`src/verilog/timer_pkg.sv`:
```
// Package with register map, field layout and types of the timer mode and capture block.
package timer_pkg;

	// Register indices as printed; the APB byte address is four times the index.
	localparam logic [15:0] mode_ctl_idx     = 16'hff60;
	localparam logic [15:0] capcmp_ctl_idx   = 16'hff62;
	localparam logic [15:0] count_idx        = 16'hff64;
	localparam logic [15:0] capcmp_a_idx     = 16'hff65;
	localparam logic [15:0] capcmp_b_idx     = 16'hff66;
	localparam logic [15:0] edge_sel_idx     = 16'hff67;
	localparam int          addr_shift       = 2;

	// Field positions.
	localparam int ovf_pos          = 0;
	localparam int out_toggle_pos   = 1;
	localparam int mode_lo_pos      = 2;
	localparam int cc_a_mode_pos    = 0;
	localparam int cc_a_trig_pos    = 1;
	localparam int cc_b_mode_pos    = 2;
	localparam int edge_a_pos       = 4;
	localparam int edge_b_pos       = 6;

	// Values after reset.
	localparam logic [7:0]  ctl_reset        = 8'h00;
	localparam logic [15:0] word_reset       = 16'h0000;
	localparam logic [15:0] count_max        = 16'hffff;
	localparam logic [15:0] count_one        = 16'h0001;
	localparam logic [31:0] rdata_reset      = 32'h0000_0000;

	// Count-clock latency: capture on one count clock, interrupt on the next.
	localparam int irq_lag_cycles = 1;

	// Operating mode held in the two upper mode bits.
	typedef enum logic [1:0] {
		mode_stop  = 2'b00,
		mode_free  = 2'b01,
		mode_edge  = 2'b10,
		mode_match = 2'b11
	} mode_type;

	// Valid-edge selection of an input pin.
	typedef enum logic [1:0] {
		edge_fall = 2'b00,
		edge_rise = 2'b01,
		edge_bad  = 2'b10,
		edge_both = 2'b11
	} edge_sel_type;

	// Mode control register contents.
	typedef struct packed {
		mode_type mode;
		logic     out_toggle_sel;
		logic     overflow_flag;
	} mode_ctl_type;

	// Capture/compare control register contents.
	typedef struct packed {
		logic capcmp_b_mode;
		logic capcmp_a_trig_sel;
		logic capcmp_a_mode;
	} capcmp_ctl_type;

	// Qualified edge pulses from one input pin.
	typedef struct packed {
		logic valid;
		logic opposite;
	} edge_evt_type;

endpackage
```
`src/verilog/edge_qualify.sv`:
```
// Noise-filtered valid-edge and opposite-edge detector for one timer input pin.
`timescale 1ns/1ps
`default_nettype none
module edge_qualify (
	input  wire logic                    pclk,     // Count clock.
	input  wire logic                    presetn,  // Asynchronous reset, active low.
	input  wire logic                    pin,      // Input pin level.
	input  wire timer_pkg::edge_sel_type sel,      // Valid-edge selection.
	output var  timer_pkg::edge_evt_type evt       // Registered edge pulses.
);
	logic samp_q;
	logic lvl_q;
	logic rise;
	logic fall;

	// A level counts only when sampled equal twice; short glitches are dropped.
	always_ff @(posedge pclk or negedge presetn) begin
		if (!presetn) begin
			samp_q <= 1'b0;
			lvl_q  <= 1'b0;
		end else begin
			samp_q <= pin;
			if (pin == samp_q) begin
				lvl_q <= samp_q;
			end
		end
	end

	assign rise = (pin == samp_q) && samp_q && !lvl_q;
	assign fall = (pin == samp_q) && !samp_q && lvl_q;

	// Both-edge selection has no opposite phase, so that pulse stays low.
	always_ff @(posedge pclk or negedge presetn) begin
		if (!presetn) begin
			evt <= '0;
		end else begin
			unique case (sel)
				timer_pkg::edge_fall: evt <= '{valid: fall, opposite: rise};
				timer_pkg::edge_rise: evt <= '{valid: rise, opposite: fall};
				timer_pkg::edge_both: evt <= '{valid: rise | fall, opposite: 1'b0};
				default:              evt <= '0;
			endcase
		end
	end
endmodule
`default_nettype wire

```
`src/verilog/timer_mode_capture_ctrl.sv`:
```
// Mode control, capture/compare control and APB registers of a 16-bit timer/event counter.
`timescale 1ns/1ps
`default_nettype none
module timer_mode_capture_ctrl (
	input  wire logic        pclk,          // Count clock, 40 MHz.
	input  wire logic        presetn,       // Asynchronous reset, active low.
	input  wire logic        psel,          // APB select.
	input  wire logic        penable,       // APB access phase.
	input  wire logic        pwrite,        // APB write direction.
	input  wire logic [31:0] paddr,         // APB byte address.
	input  wire logic [31:0] pwdata,        // APB write data.
	output logic      [31:0] prdata,        // APB read data.
	output logic             pready,        // APB ready.
	output logic             pslverr,       // APB error on unmapped address.
	input  wire logic        edge_in_a,     // First external edge input.
	input  wire logic        edge_in_b,     // Second external edge input.
	output logic             timer_out_pin, // Timer output.
	output logic      [1:0]  capcmp_irq     // Interrupts of capcmp_a (bit 0) and capcmp_b.
);
	timer_pkg::mode_ctl_type   mode_q;
	timer_pkg::capcmp_ctl_type cc_ctl_q;
	timer_pkg::edge_sel_type   edge_a_sel_q;
	timer_pkg::edge_sel_type   edge_b_sel_q;
	timer_pkg::edge_evt_type   evt_a;
	timer_pkg::edge_evt_type   evt_b;
	logic [15:0] count_value_q;
	logic [15:0] count_value_d;
	logic [15:0] capcmp_a_q;
	logic [15:0] capcmp_b_q;
	logic        ovf_window_q;
	logic [1:0]  irq_pend_q;
	logic        running;
	logic        match_a;
	logic        match_b;
	logic        cap_a;
	logic        cap_b;
	logic        clear_cnt;
	logic        wrap_ovf;
	logic        toggle_ev;
	logic        wr_en;
	logic        rd_setup;
	logic [5:0]  wr_sel;

	// Decodes a byte address against a register index.
	function automatic logic hit(input logic [31:0] addr, input logic [15:0] idx);
		hit = (addr == ({16'h0000, idx} << timer_pkg::addr_shift));
	endfunction

	// Edge detectors for both input pins.
	edge_qualify u_edge_a (
		.pclk    (pclk),
		.presetn (presetn),
		.pin     (edge_in_a),
		.sel     (edge_a_sel_q),
		.evt     (evt_a)
	);

	edge_qualify u_edge_b (
		.pclk    (pclk),
		.presetn (presetn),
		.pin     (edge_in_b),
		.sel     (edge_b_sel_q),
		.evt     (evt_b)
	);

	// Register decode; writes land at the access-phase edge with pready high.
	assign wr_en    = psel && penable && pwrite && pready;
	assign rd_setup = psel && !penable;
	assign wr_sel   = {hit(paddr, timer_pkg::edge_sel_idx), hit(paddr, timer_pkg::capcmp_b_idx),
	                   hit(paddr, timer_pkg::capcmp_a_idx), hit(paddr, timer_pkg::count_idx),
	                   hit(paddr, timer_pkg::capcmp_ctl_idx), hit(paddr, timer_pkg::mode_ctl_idx)}
	                  & {6{wr_en}};

	// Any nonzero mode bits run the counter.
	assign running   = (mode_q.mode != timer_pkg::mode_stop);
	// A register only compares when set to compare mode.
	assign match_a   = running && !cc_ctl_q.capcmp_a_mode && (count_value_q == capcmp_a_q);
	assign match_b   = running && !cc_ctl_q.capcmp_b_mode && (count_value_q == capcmp_b_q);
	// Trigger source of capcmp_a: input b valid edge, or input a opposite edge.
	assign cap_a     = running && cc_ctl_q.capcmp_a_mode
	                   && (cc_ctl_q.capcmp_a_trig_sel ? evt_a.opposite : evt_b.valid);
	assign cap_b     = running && cc_ctl_q.capcmp_b_mode && evt_a.valid;
	// Clear sources depend on mode; free-run ignores matches.
	assign clear_cnt = ((mode_q.mode == timer_pkg::mode_edge) && evt_a.valid)
	                   || ((mode_q.mode == timer_pkg::mode_match) && match_a);
	// Overflow needs capcmp_a at maximum and a wrap from maximum.
	assign wrap_ovf  = running && (capcmp_a_q == timer_pkg::count_max)
	                   && (count_value_q == timer_pkg::count_max);
	// Output toggles in modes 01 and 11 only.
	assign toggle_ev = running && (mode_q.mode != timer_pkg::mode_edge)
	                   && (match_a || match_b || (mode_q.out_toggle_sel && evt_a.valid));

	// Next count: held at zero when stopped, cleared on clear events, else wraps.
	always_comb begin
		if (!running) begin
			count_value_d = timer_pkg::word_reset;
		end else if (clear_cnt) begin
			count_value_d = timer_pkg::word_reset;
		end else begin
			count_value_d = count_value_q + timer_pkg::count_one;
		end
	end

	// Counter register; held at zero while stopped, and software writes to it are ignored.
	always_ff @(posedge pclk or negedge presetn) begin
		if (!presetn) begin
			count_value_q <= timer_pkg::word_reset;
		end else if (running) begin
			count_value_q <= count_value_d;
		end else begin
			count_value_q <= timer_pkg::word_reset;
		end
	end

	// Mode control; an overflow in the same cycle as a clearing write wins.
	always_ff @(posedge pclk or negedge presetn) begin
		if (!presetn) begin
			mode_q <= timer_pkg::mode_ctl_type'(timer_pkg::ctl_reset[3:0]);
		end else begin
			if (wr_sel[0]) begin
				mode_q.mode           <= timer_pkg::mode_type'(pwdata[timer_pkg::mode_lo_pos +: 2]);
				mode_q.out_toggle_sel <= pwdata[timer_pkg::out_toggle_pos];
				mode_q.overflow_flag  <= pwdata[timer_pkg::ovf_pos] || wrap_ovf || ovf_window_q;
			end else if (wrap_ovf || ovf_window_q) begin
				mode_q.overflow_flag  <= 1'b1;
			end
		end
	end

	// The re-set window lasts from the wrap until the count leaves 0000H.
	always_ff @(posedge pclk or negedge presetn) begin
		if (!presetn) begin
			ovf_window_q <= 1'b0;
		end else begin
			ovf_window_q <= wrap_ovf || (ovf_window_q && running
			                && (count_value_d == timer_pkg::word_reset));
		end
	end

	// Capture/compare control and edge selection; cleared by reset.
	always_ff @(posedge pclk or negedge presetn) begin
		if (!presetn) begin
			cc_ctl_q     <= timer_pkg::capcmp_ctl_type'(timer_pkg::ctl_reset[2:0]);
			edge_a_sel_q <= timer_pkg::edge_fall;
			edge_b_sel_q <= timer_pkg::edge_fall;
		end else begin
			if (wr_sel[1]) begin
				cc_ctl_q.capcmp_b_mode     <= pwdata[timer_pkg::cc_b_mode_pos];
				cc_ctl_q.capcmp_a_trig_sel <= pwdata[timer_pkg::cc_a_trig_pos];
				cc_ctl_q.capcmp_a_mode     <= pwdata[timer_pkg::cc_a_mode_pos];
			end
			if (wr_sel[5]) begin
				edge_a_sel_q <= timer_pkg::edge_sel_type'(pwdata[timer_pkg::edge_a_pos +: 2]);
				edge_b_sel_q <= timer_pkg::edge_sel_type'(pwdata[timer_pkg::edge_b_pos +: 2]);
			end
		end
	end

	// Capture/compare words: software loads them, capture events store the count.
	always_ff @(posedge pclk or negedge presetn) begin
		if (!presetn) begin
			capcmp_a_q <= timer_pkg::word_reset;
			capcmp_b_q <= timer_pkg::word_reset;
		end else begin
			if (cap_a) begin
				capcmp_a_q <= count_value_q;
			end else if (wr_sel[3]) begin
				capcmp_a_q <= pwdata[15:0];
			end
			if (cap_b) begin
				capcmp_b_q <= count_value_q;
			end else if (wr_sel[4]) begin
				capcmp_b_q <= pwdata[15:0];
			end
		end
	end

	// The interrupt trails its cause by two count clocks, one after the capture stores the count.
	always_ff @(posedge pclk or negedge presetn) begin
		if (!presetn) begin
			irq_pend_q <= 2'b00;
			capcmp_irq <= 2'b00;
		end else begin
			irq_pend_q <= {match_b || cap_b, match_a || cap_a};
			capcmp_irq <= irq_pend_q & {2{running}};
		end
	end

	// Output flip-flop; mode 10 leaves it unchanged.
	always_ff @(posedge pclk or negedge presetn) begin
		if (!presetn) begin
			timer_out_pin <= 1'b0;
		end else if (toggle_ev) begin
			timer_out_pin <= !timer_out_pin;
		end
	end

	// APB slave with no wait state; read data is latched in the setup cycle.
	always_ff @(posedge pclk or negedge presetn) begin
		if (!presetn) begin
			pready  <= 1'b0;
			pslverr <= 1'b0;
			prdata  <= timer_pkg::rdata_reset;
		end else begin
			pready  <= rd_setup;
			pslverr <= rd_setup && !(hit(paddr, timer_pkg::mode_ctl_idx)
			           || hit(paddr, timer_pkg::capcmp_ctl_idx) || hit(paddr, timer_pkg::count_idx)
			           || hit(paddr, timer_pkg::capcmp_a_idx) || hit(paddr, timer_pkg::capcmp_b_idx)
			           || hit(paddr, timer_pkg::edge_sel_idx));
			if (rd_setup && !pwrite) begin
				if (hit(paddr, timer_pkg::mode_ctl_idx)) begin
					prdata <= {28'h0000000, mode_q};
				end else if (hit(paddr, timer_pkg::capcmp_ctl_idx)) begin
					prdata <= {29'h0, cc_ctl_q};
				end else if (hit(paddr, timer_pkg::count_idx)) begin
					prdata <= {16'h0000, count_value_q};
				end else if (hit(paddr, timer_pkg::capcmp_a_idx)) begin
					prdata <= {16'h0000, capcmp_a_q};
				end else if (hit(paddr, timer_pkg::capcmp_b_idx)) begin
					prdata <= {16'h0000, capcmp_b_q};
				end else if (hit(paddr, timer_pkg::edge_sel_idx)) begin
					prdata <= {24'h000000, edge_b_sel_q, edge_a_sel_q, 4'h0};
				end else begin
					prdata <= timer_pkg::rdata_reset;
				end
			end else begin
				prdata <= timer_pkg::rdata_reset;
			end
		end
	end
endmodule
`default_nettype wire

```
`config.mk`:
```
export PLATFORM = sky130hd
export DESIGN_NAME = timer_mode_capture_ctrl
export DESIGN_NICKNAME = d
export VERILOG_FILES = /design/src/verilog/timer_pkg.sv /design/src/verilog/edge_qualify.sv /design/src/verilog/timer_mode_capture_ctrl.sv
export SDC_FILE = /design/constraint.sdc
export NUM_CORES = 1
export LEC_CHECK = 0
export BUFFER_PORTS_ARGS = -buffer_cell sky130_fd_sc_hd__buf_2
export CORE_MARGIN = 1.5
export CORE_UTILIZATION = 50
export CTS_CLUSTER_SIZE = 28
export DETAILED_ROUTE_END_ITERATION = 10
export GPL_TIMING_DRIVEN = 1
export PLACE_DENSITY = 0.8
export REMOVE_ABC_BUFFERS = 1
export SETUP_SLACK_MARGIN = 0.4
export SYNTH_ARGS = -nofsm -noshare
export SYNTH_HDL_FRONTEND = slang
export SYNTH_HIERARCHICAL = 1
export SYNTH_SLANG_ARGS = --single-unit
```
`constraint.sdc`:
```
create_clock -name pclk -period 3.45 [get_ports pclk]
set_input_delay 0.5175 -clock pclk [delete_from_list [all_inputs] [get_ports pclk]]
set_output_delay 0.5175 -clock pclk [all_outputs]
set_load 0.005 [all_outputs]
```
# Word-level counts from Yosys, hierarchy flattened
# Index checks and enable logic that the tools add are counted.
[op_classes]
n_bitwise = 4
add_sub_neg = 1
n_mul = 0
eq_ne = 19
shifts = 0
n_mux = 19
magnitude_cmp = 0
n_div = 0
reduce_logical = 62
[ops]
columns = ["op", "count"]
rows = [
  ["$eq A32 B18 Y1 const B", 6],
  ["$mux W16", 12],
  ["$eq A16 B16 Y1", 2],
  ["$eq A16 B16 Y1 const B", 2],
  ["$mux W32", 1],
  ["$logic_and A1 B1 Y1", 31],
  ["$add A16 B1 Y16 const B", 1],
  ["$logic_not A16 Y1", 1],
  ["$logic_or A1 B1 Y1", 14],
  ["$pmux W2 S3", 2],
  ["$logic_not A1 Y1", 10],
  ["$eq A2 B2 Y1 const B", 4],
  ["$mux W8", 1],
  ["$reduce_bool A2 Y1", 4],
  ["$and A6 B6 Y6", 1],
  ["$eq A2 B1 Y1 const B", 2],
  ["$logic_not A2 Y1", 2],
  ["$mux W1", 3],
  ["$and A2 B2 Y2", 1],
  ["$eq A1 B1 Y1", 2],
  ["$ne A2 B2 Y1 const B", 1],
  ["$or A1 B1 Y1", 2],
]
[word_totals]
latchBits = 0
rom_bits = 0
ram_bits = 0
n_memories = 0
ff_bits = 106

# Longest topological paths before layout
[logic_depth]
word_depth = 10
depth_mapped = 8
mapped_depth_nobuf = 7

# Cells and area by module
# Netlist, hierarchy kept.
[modules_own_cells]
columns = ["mod", "n_inst", "cells_each", "area_each_um2", "seq_area_each_um2"]
rows = [
  ["timer_mode_capture_ctrl", 1, 509, 4850.9, 2077.0],
  ["edge_qualify", 2, 17, 190.2, 100.1],
]

# Worst setup path before layout
# Ideal clock, no wire load.
[synth_timing]
kind = "input -> register"
from = "input port paddr[26]"
to = "register capcmp_b_q[10]"
path_slack_ps = 1154
t_required_ps = 3327
cell_stages = 5
arrival_ps = 2173
path_cell_list = "or4_4 -> or4b_4 -> o31ai_4 -> buf_4 -> a21oi_2"
[synth_via]
elab_chain_len = 3
[synth_lines]
columns = ["item", "line", "rtl"]
rows = [
  ["start: declaration", "timer_mode_capture_ctrl.sv:10", "input wire logic [31:0] paddr,"],
  ["$eq A32 B18 Y1", "timer_mode_capture_ctrl.sv:46", "hit = (addr == ({16'h0000, idx} << timer_pkg::addr_shift));"],
  ["$and A6 B6 Y6", "timer_mode_capture_ctrl.sv:72", "& {6{wr_en}};"],
  ["$reduce_bool A2 Y1 (no source line)", "n/a", ""],
  ["end signal: assignment", "timer_mode_capture_ctrl.sv:163", "capcmp_b_q <= timer_pkg::word_reset;"],
  ["end signal: assignment", "timer_mode_capture_ctrl.sv:171", "capcmp_b_q <= count_value_q;"],
  ["end signal: assignment", "timer_mode_capture_ctrl.sv:173", "capcmp_b_q <= pwdata[15:0];"],
  ["end: declaration", "timer_mode_capture_ctrl.sv:29", "logic [15:0] capcmp_b_q;"],
]
# Every way passes these cells.
# A chain may end at the register's enable or synchronous reset.

# Worst setup path in the final report
[layout_timing]
from = "register count_value_q[0]"
to = "register ovf_window_q"
[layout_via]
elab_chain_len = 9
elab_cells_between_ends = 12
cone_classes = "add/sub (1); eq/ne (2); mux (2); reduce/logical (7)"
[layout_lines]
columns = ["item", "line", "rtl"]
rows = [
  ["start: declaration", "timer_mode_capture_ctrl.sv:26", "logic [15:0] count_value_q;"],
  ["start signal: assignment", "timer_mode_capture_ctrl.sv:107", "count_value_q <= timer_pkg::word_reset;"],
  ["start signal: assignment", "timer_mode_capture_ctrl.sv:109", "count_value_q <= count_value_d;"],
  ["start signal: assignment", "timer_mode_capture_ctrl.sv:111", "count_value_q <= timer_pkg::word_reset;"],
  ["parallel branches: the longest is 8 deep, another holds $add A16 B1 Y16", "n/a", ""],
  ["$logic_or A1 B1 Y1 (*)", "timer_mode_capture_ctrl.sv:135", "ovf_window_q <= wrap_ovf || (ovf_window_q && running"],
  ["end signal: assignment", "timer_mode_capture_ctrl.sv:135", ""],
  ["end: declaration", "timer_mode_capture_ctrl.sv:30", "logic ovf_window_q;"],
]
# Mark *: on every way between the ends.

==> reports/metrics.cfg <==
[die]
die_area_mm2 = 0.0110
coreArea_mm2 = 0.00991
start_util_pct = 52.3
fp-row-count = 36
dieHeight_um = 105
num_io_pins = 108
die_w_um = 105

[placement]
place_hpwl_um = 8880
numPortBuffers = 75
place.gp.congestion = 0.933

[worst_setup_path]
path_buf_inv = 1
crit_top_cell = nand4_1
critPathKind = flop to flop
crit_path_end_kind = flop
r2r-start = count_value_q[0]
crit_required_ns = 3.71
crit_start = count_value_q[0]
crit_slowest_cell = dfrtp_1
critical-path-top-delay-family = simple AND/OR/NAND/NOR gates
cp_cell_sequence = ha_1, nand4_1, or3_1, inv_1, mux2_2, nand4_1, a22oi_1
critical-path-max-stage-delay_ns = 0.65
crit_fanout = 11
r2r_setup_slack_ns = 0.99
crit_arrival_ns = 2.71
start_kind = flop

[detailed_routing]
wl_per_cell_um = 17.3
post_drt_via_cell_ratio = 5.81
drtIter0Drc = 306
ant_nets = 0
drc_errors = 0
first_pass_iters = 5
routed_wl_um = 12700
vias = 4266

[power]
finalPower_mw = 2.08
irDropWorstVdd_mv = 0.226
leakage_nw = 2.68
powerDensity_mw_per_mm2 = 358

[yosys]
syn_inst = 539
yosysWarnings = 6
syn_area_per_cell_um2 = 9.62
synthesis.area_mm2 = 0.00519

[global_routing]
use_met2_pct = 39.6
grt_usage_pct = 23.7
grt_first_pass_wirelength_um = 20500
top_usage_layer = met2
grt_max_degree = 91
grtUsageMet1_pct = 28.6
grt_util_met3_pct = 4.87
grt-ovfl-total = 0
grt_pass1_vias = 4215
antenna_found_initial = 0

[clock_tree]
post-cts-setup-buffers = 0
cts_resized = 0
cts_num_sinks = 90
root_buffer = clkbuf_8
path_clk_slew_ns = 0.08
cts_made_buffers = 9
cts_max_level = 3
cts_tree = yes
clockBufferDepth = 2
cts_hold_buf = 0
insertion_delay_ns = 0.38

[hold_path]
worstHoldStart = edge_in_a
hp-class = primary input to flop

[sta]
slew_headroom_pct = 22.9
finalSetupTns_ns = 0
fin_crit_ns = 2.46
setup_viol = 0
hold_viol_final = 0
max_freq_ghz = 0.407
finalCritPeriodShare_pct = 71.2
final-max-slew-violation-count = 0
rsz0062_at_grt = false
finClkSkew_ns = 0.00997
worst_pin_slew_ns = 1.16

[flow_run]
maxCapViolCount = 0

[finish]
drive_above_1_share_pct = 22.3
nNetsFinal = 672
nFillCells = 818
syn_to_final_growth_pct = 12.2
n_antenna_cell = 0

[outcome]
status = complete, no violations

==> path summary, 6_finish.rpt <==
kind	endpoint	cells after the start
max reg2reg	ovf_window_q	7
min in group asynchronous	pready	1
max	ovf_window_q	7
min	u_edge_a/samp_q	1
max in group asynchronous	u_edge_b/evt[1]	1
min reg2reg	timer_out_pin	1
==> layout by cell type (no fill, tap or decap), drive strengths merged, types with 6 or more instances in the layout <==
cell,n
dfrtp,90
buf,83
nor2,78
mux2i,45
a21oi,44
xnor2,34
nand4,26
nand2,16
nand3,16
conb,16
nor3,15
inv,13
xor2,13
o21ai,12
mux2,12
clkbuf,12
nor2b,9
nor4,6
==> worst reg2reg max path: stages (launching register included) <==
cell     delay, ns
dfrtp_1       0.65
ha_1          0.33
nand4_1       0.22
or3_1         0.46
inv_1         0.15
mux2_2        0.36
nand4_1       0.10
a22oi_1       0.07
==> where the power goes <==
| part | internal, mW | switching [mW] |
|---|---|---|
| registers | 1.06 | 0.00633 |
| logic | 0.0438 | 0.0734 |
| clock network | 0.521 | 0.376 |
| total | 1.63 | 0.456 |
==> layer usage <==
metal  share of wire, %  vias to the layer above
li1                   -                     1966
met1                 40                     2087
met4                3.6                        0
met5                  0                        -
met3                6.0                       33
met2                 50                      180
==> metrics by stage <==
step	utilization (%)	instance area, um^2	worst slack (ns)	std cells	hold WS [ns]
final	58.7	5820	0.993	734	0.280
after global routing	58.7	5820	0.825	734	0.271
after CTS	58.7	5820	1.04	734	0.273
after detailed placement	56.2	5570	0.657	718	0.464
after global placement	56.2	5570	0.740	718	0.446
after floorplan	-	4960	0.189	502	0.222
==> cell type report <==
class	instances	area, um^2	share of cell area [%]
clock inverter	4	97.6	1.68
inverter	13	48.8	0.838
clock buffer	12	155	2.67
multi-input combinational	399	2660	45.7
timing repair buffer	83	438	7.52
sequential	90	2250	38.7
tap	133	166	2.86
==> flip-flops by register name, indices dropped and copies added (netlist names) <==
signal / flops
u_edge_a/samp_q: 1
mode_q: 4
prdata: 16
capcmp_a_q: 16
ovf_window_q: 1
u_edge_b/lvl_q: 1
count_value_q: 16
edge_b_sel_q: 2
u_edge_b/samp_q: 1
cc_ctl_q: 3
edge_a_sel_q: 2
irq_pend_q: 2
timer_out_pin: 1
capcmp_b_q: 16
u_edge_a/evt: 2
pready: 1
capcmp_irq: 2
u_edge_a/lvl_q: 1
u_edge_b/evt: 1
pslverr: 1
Power figures use the tool's default switching activity.
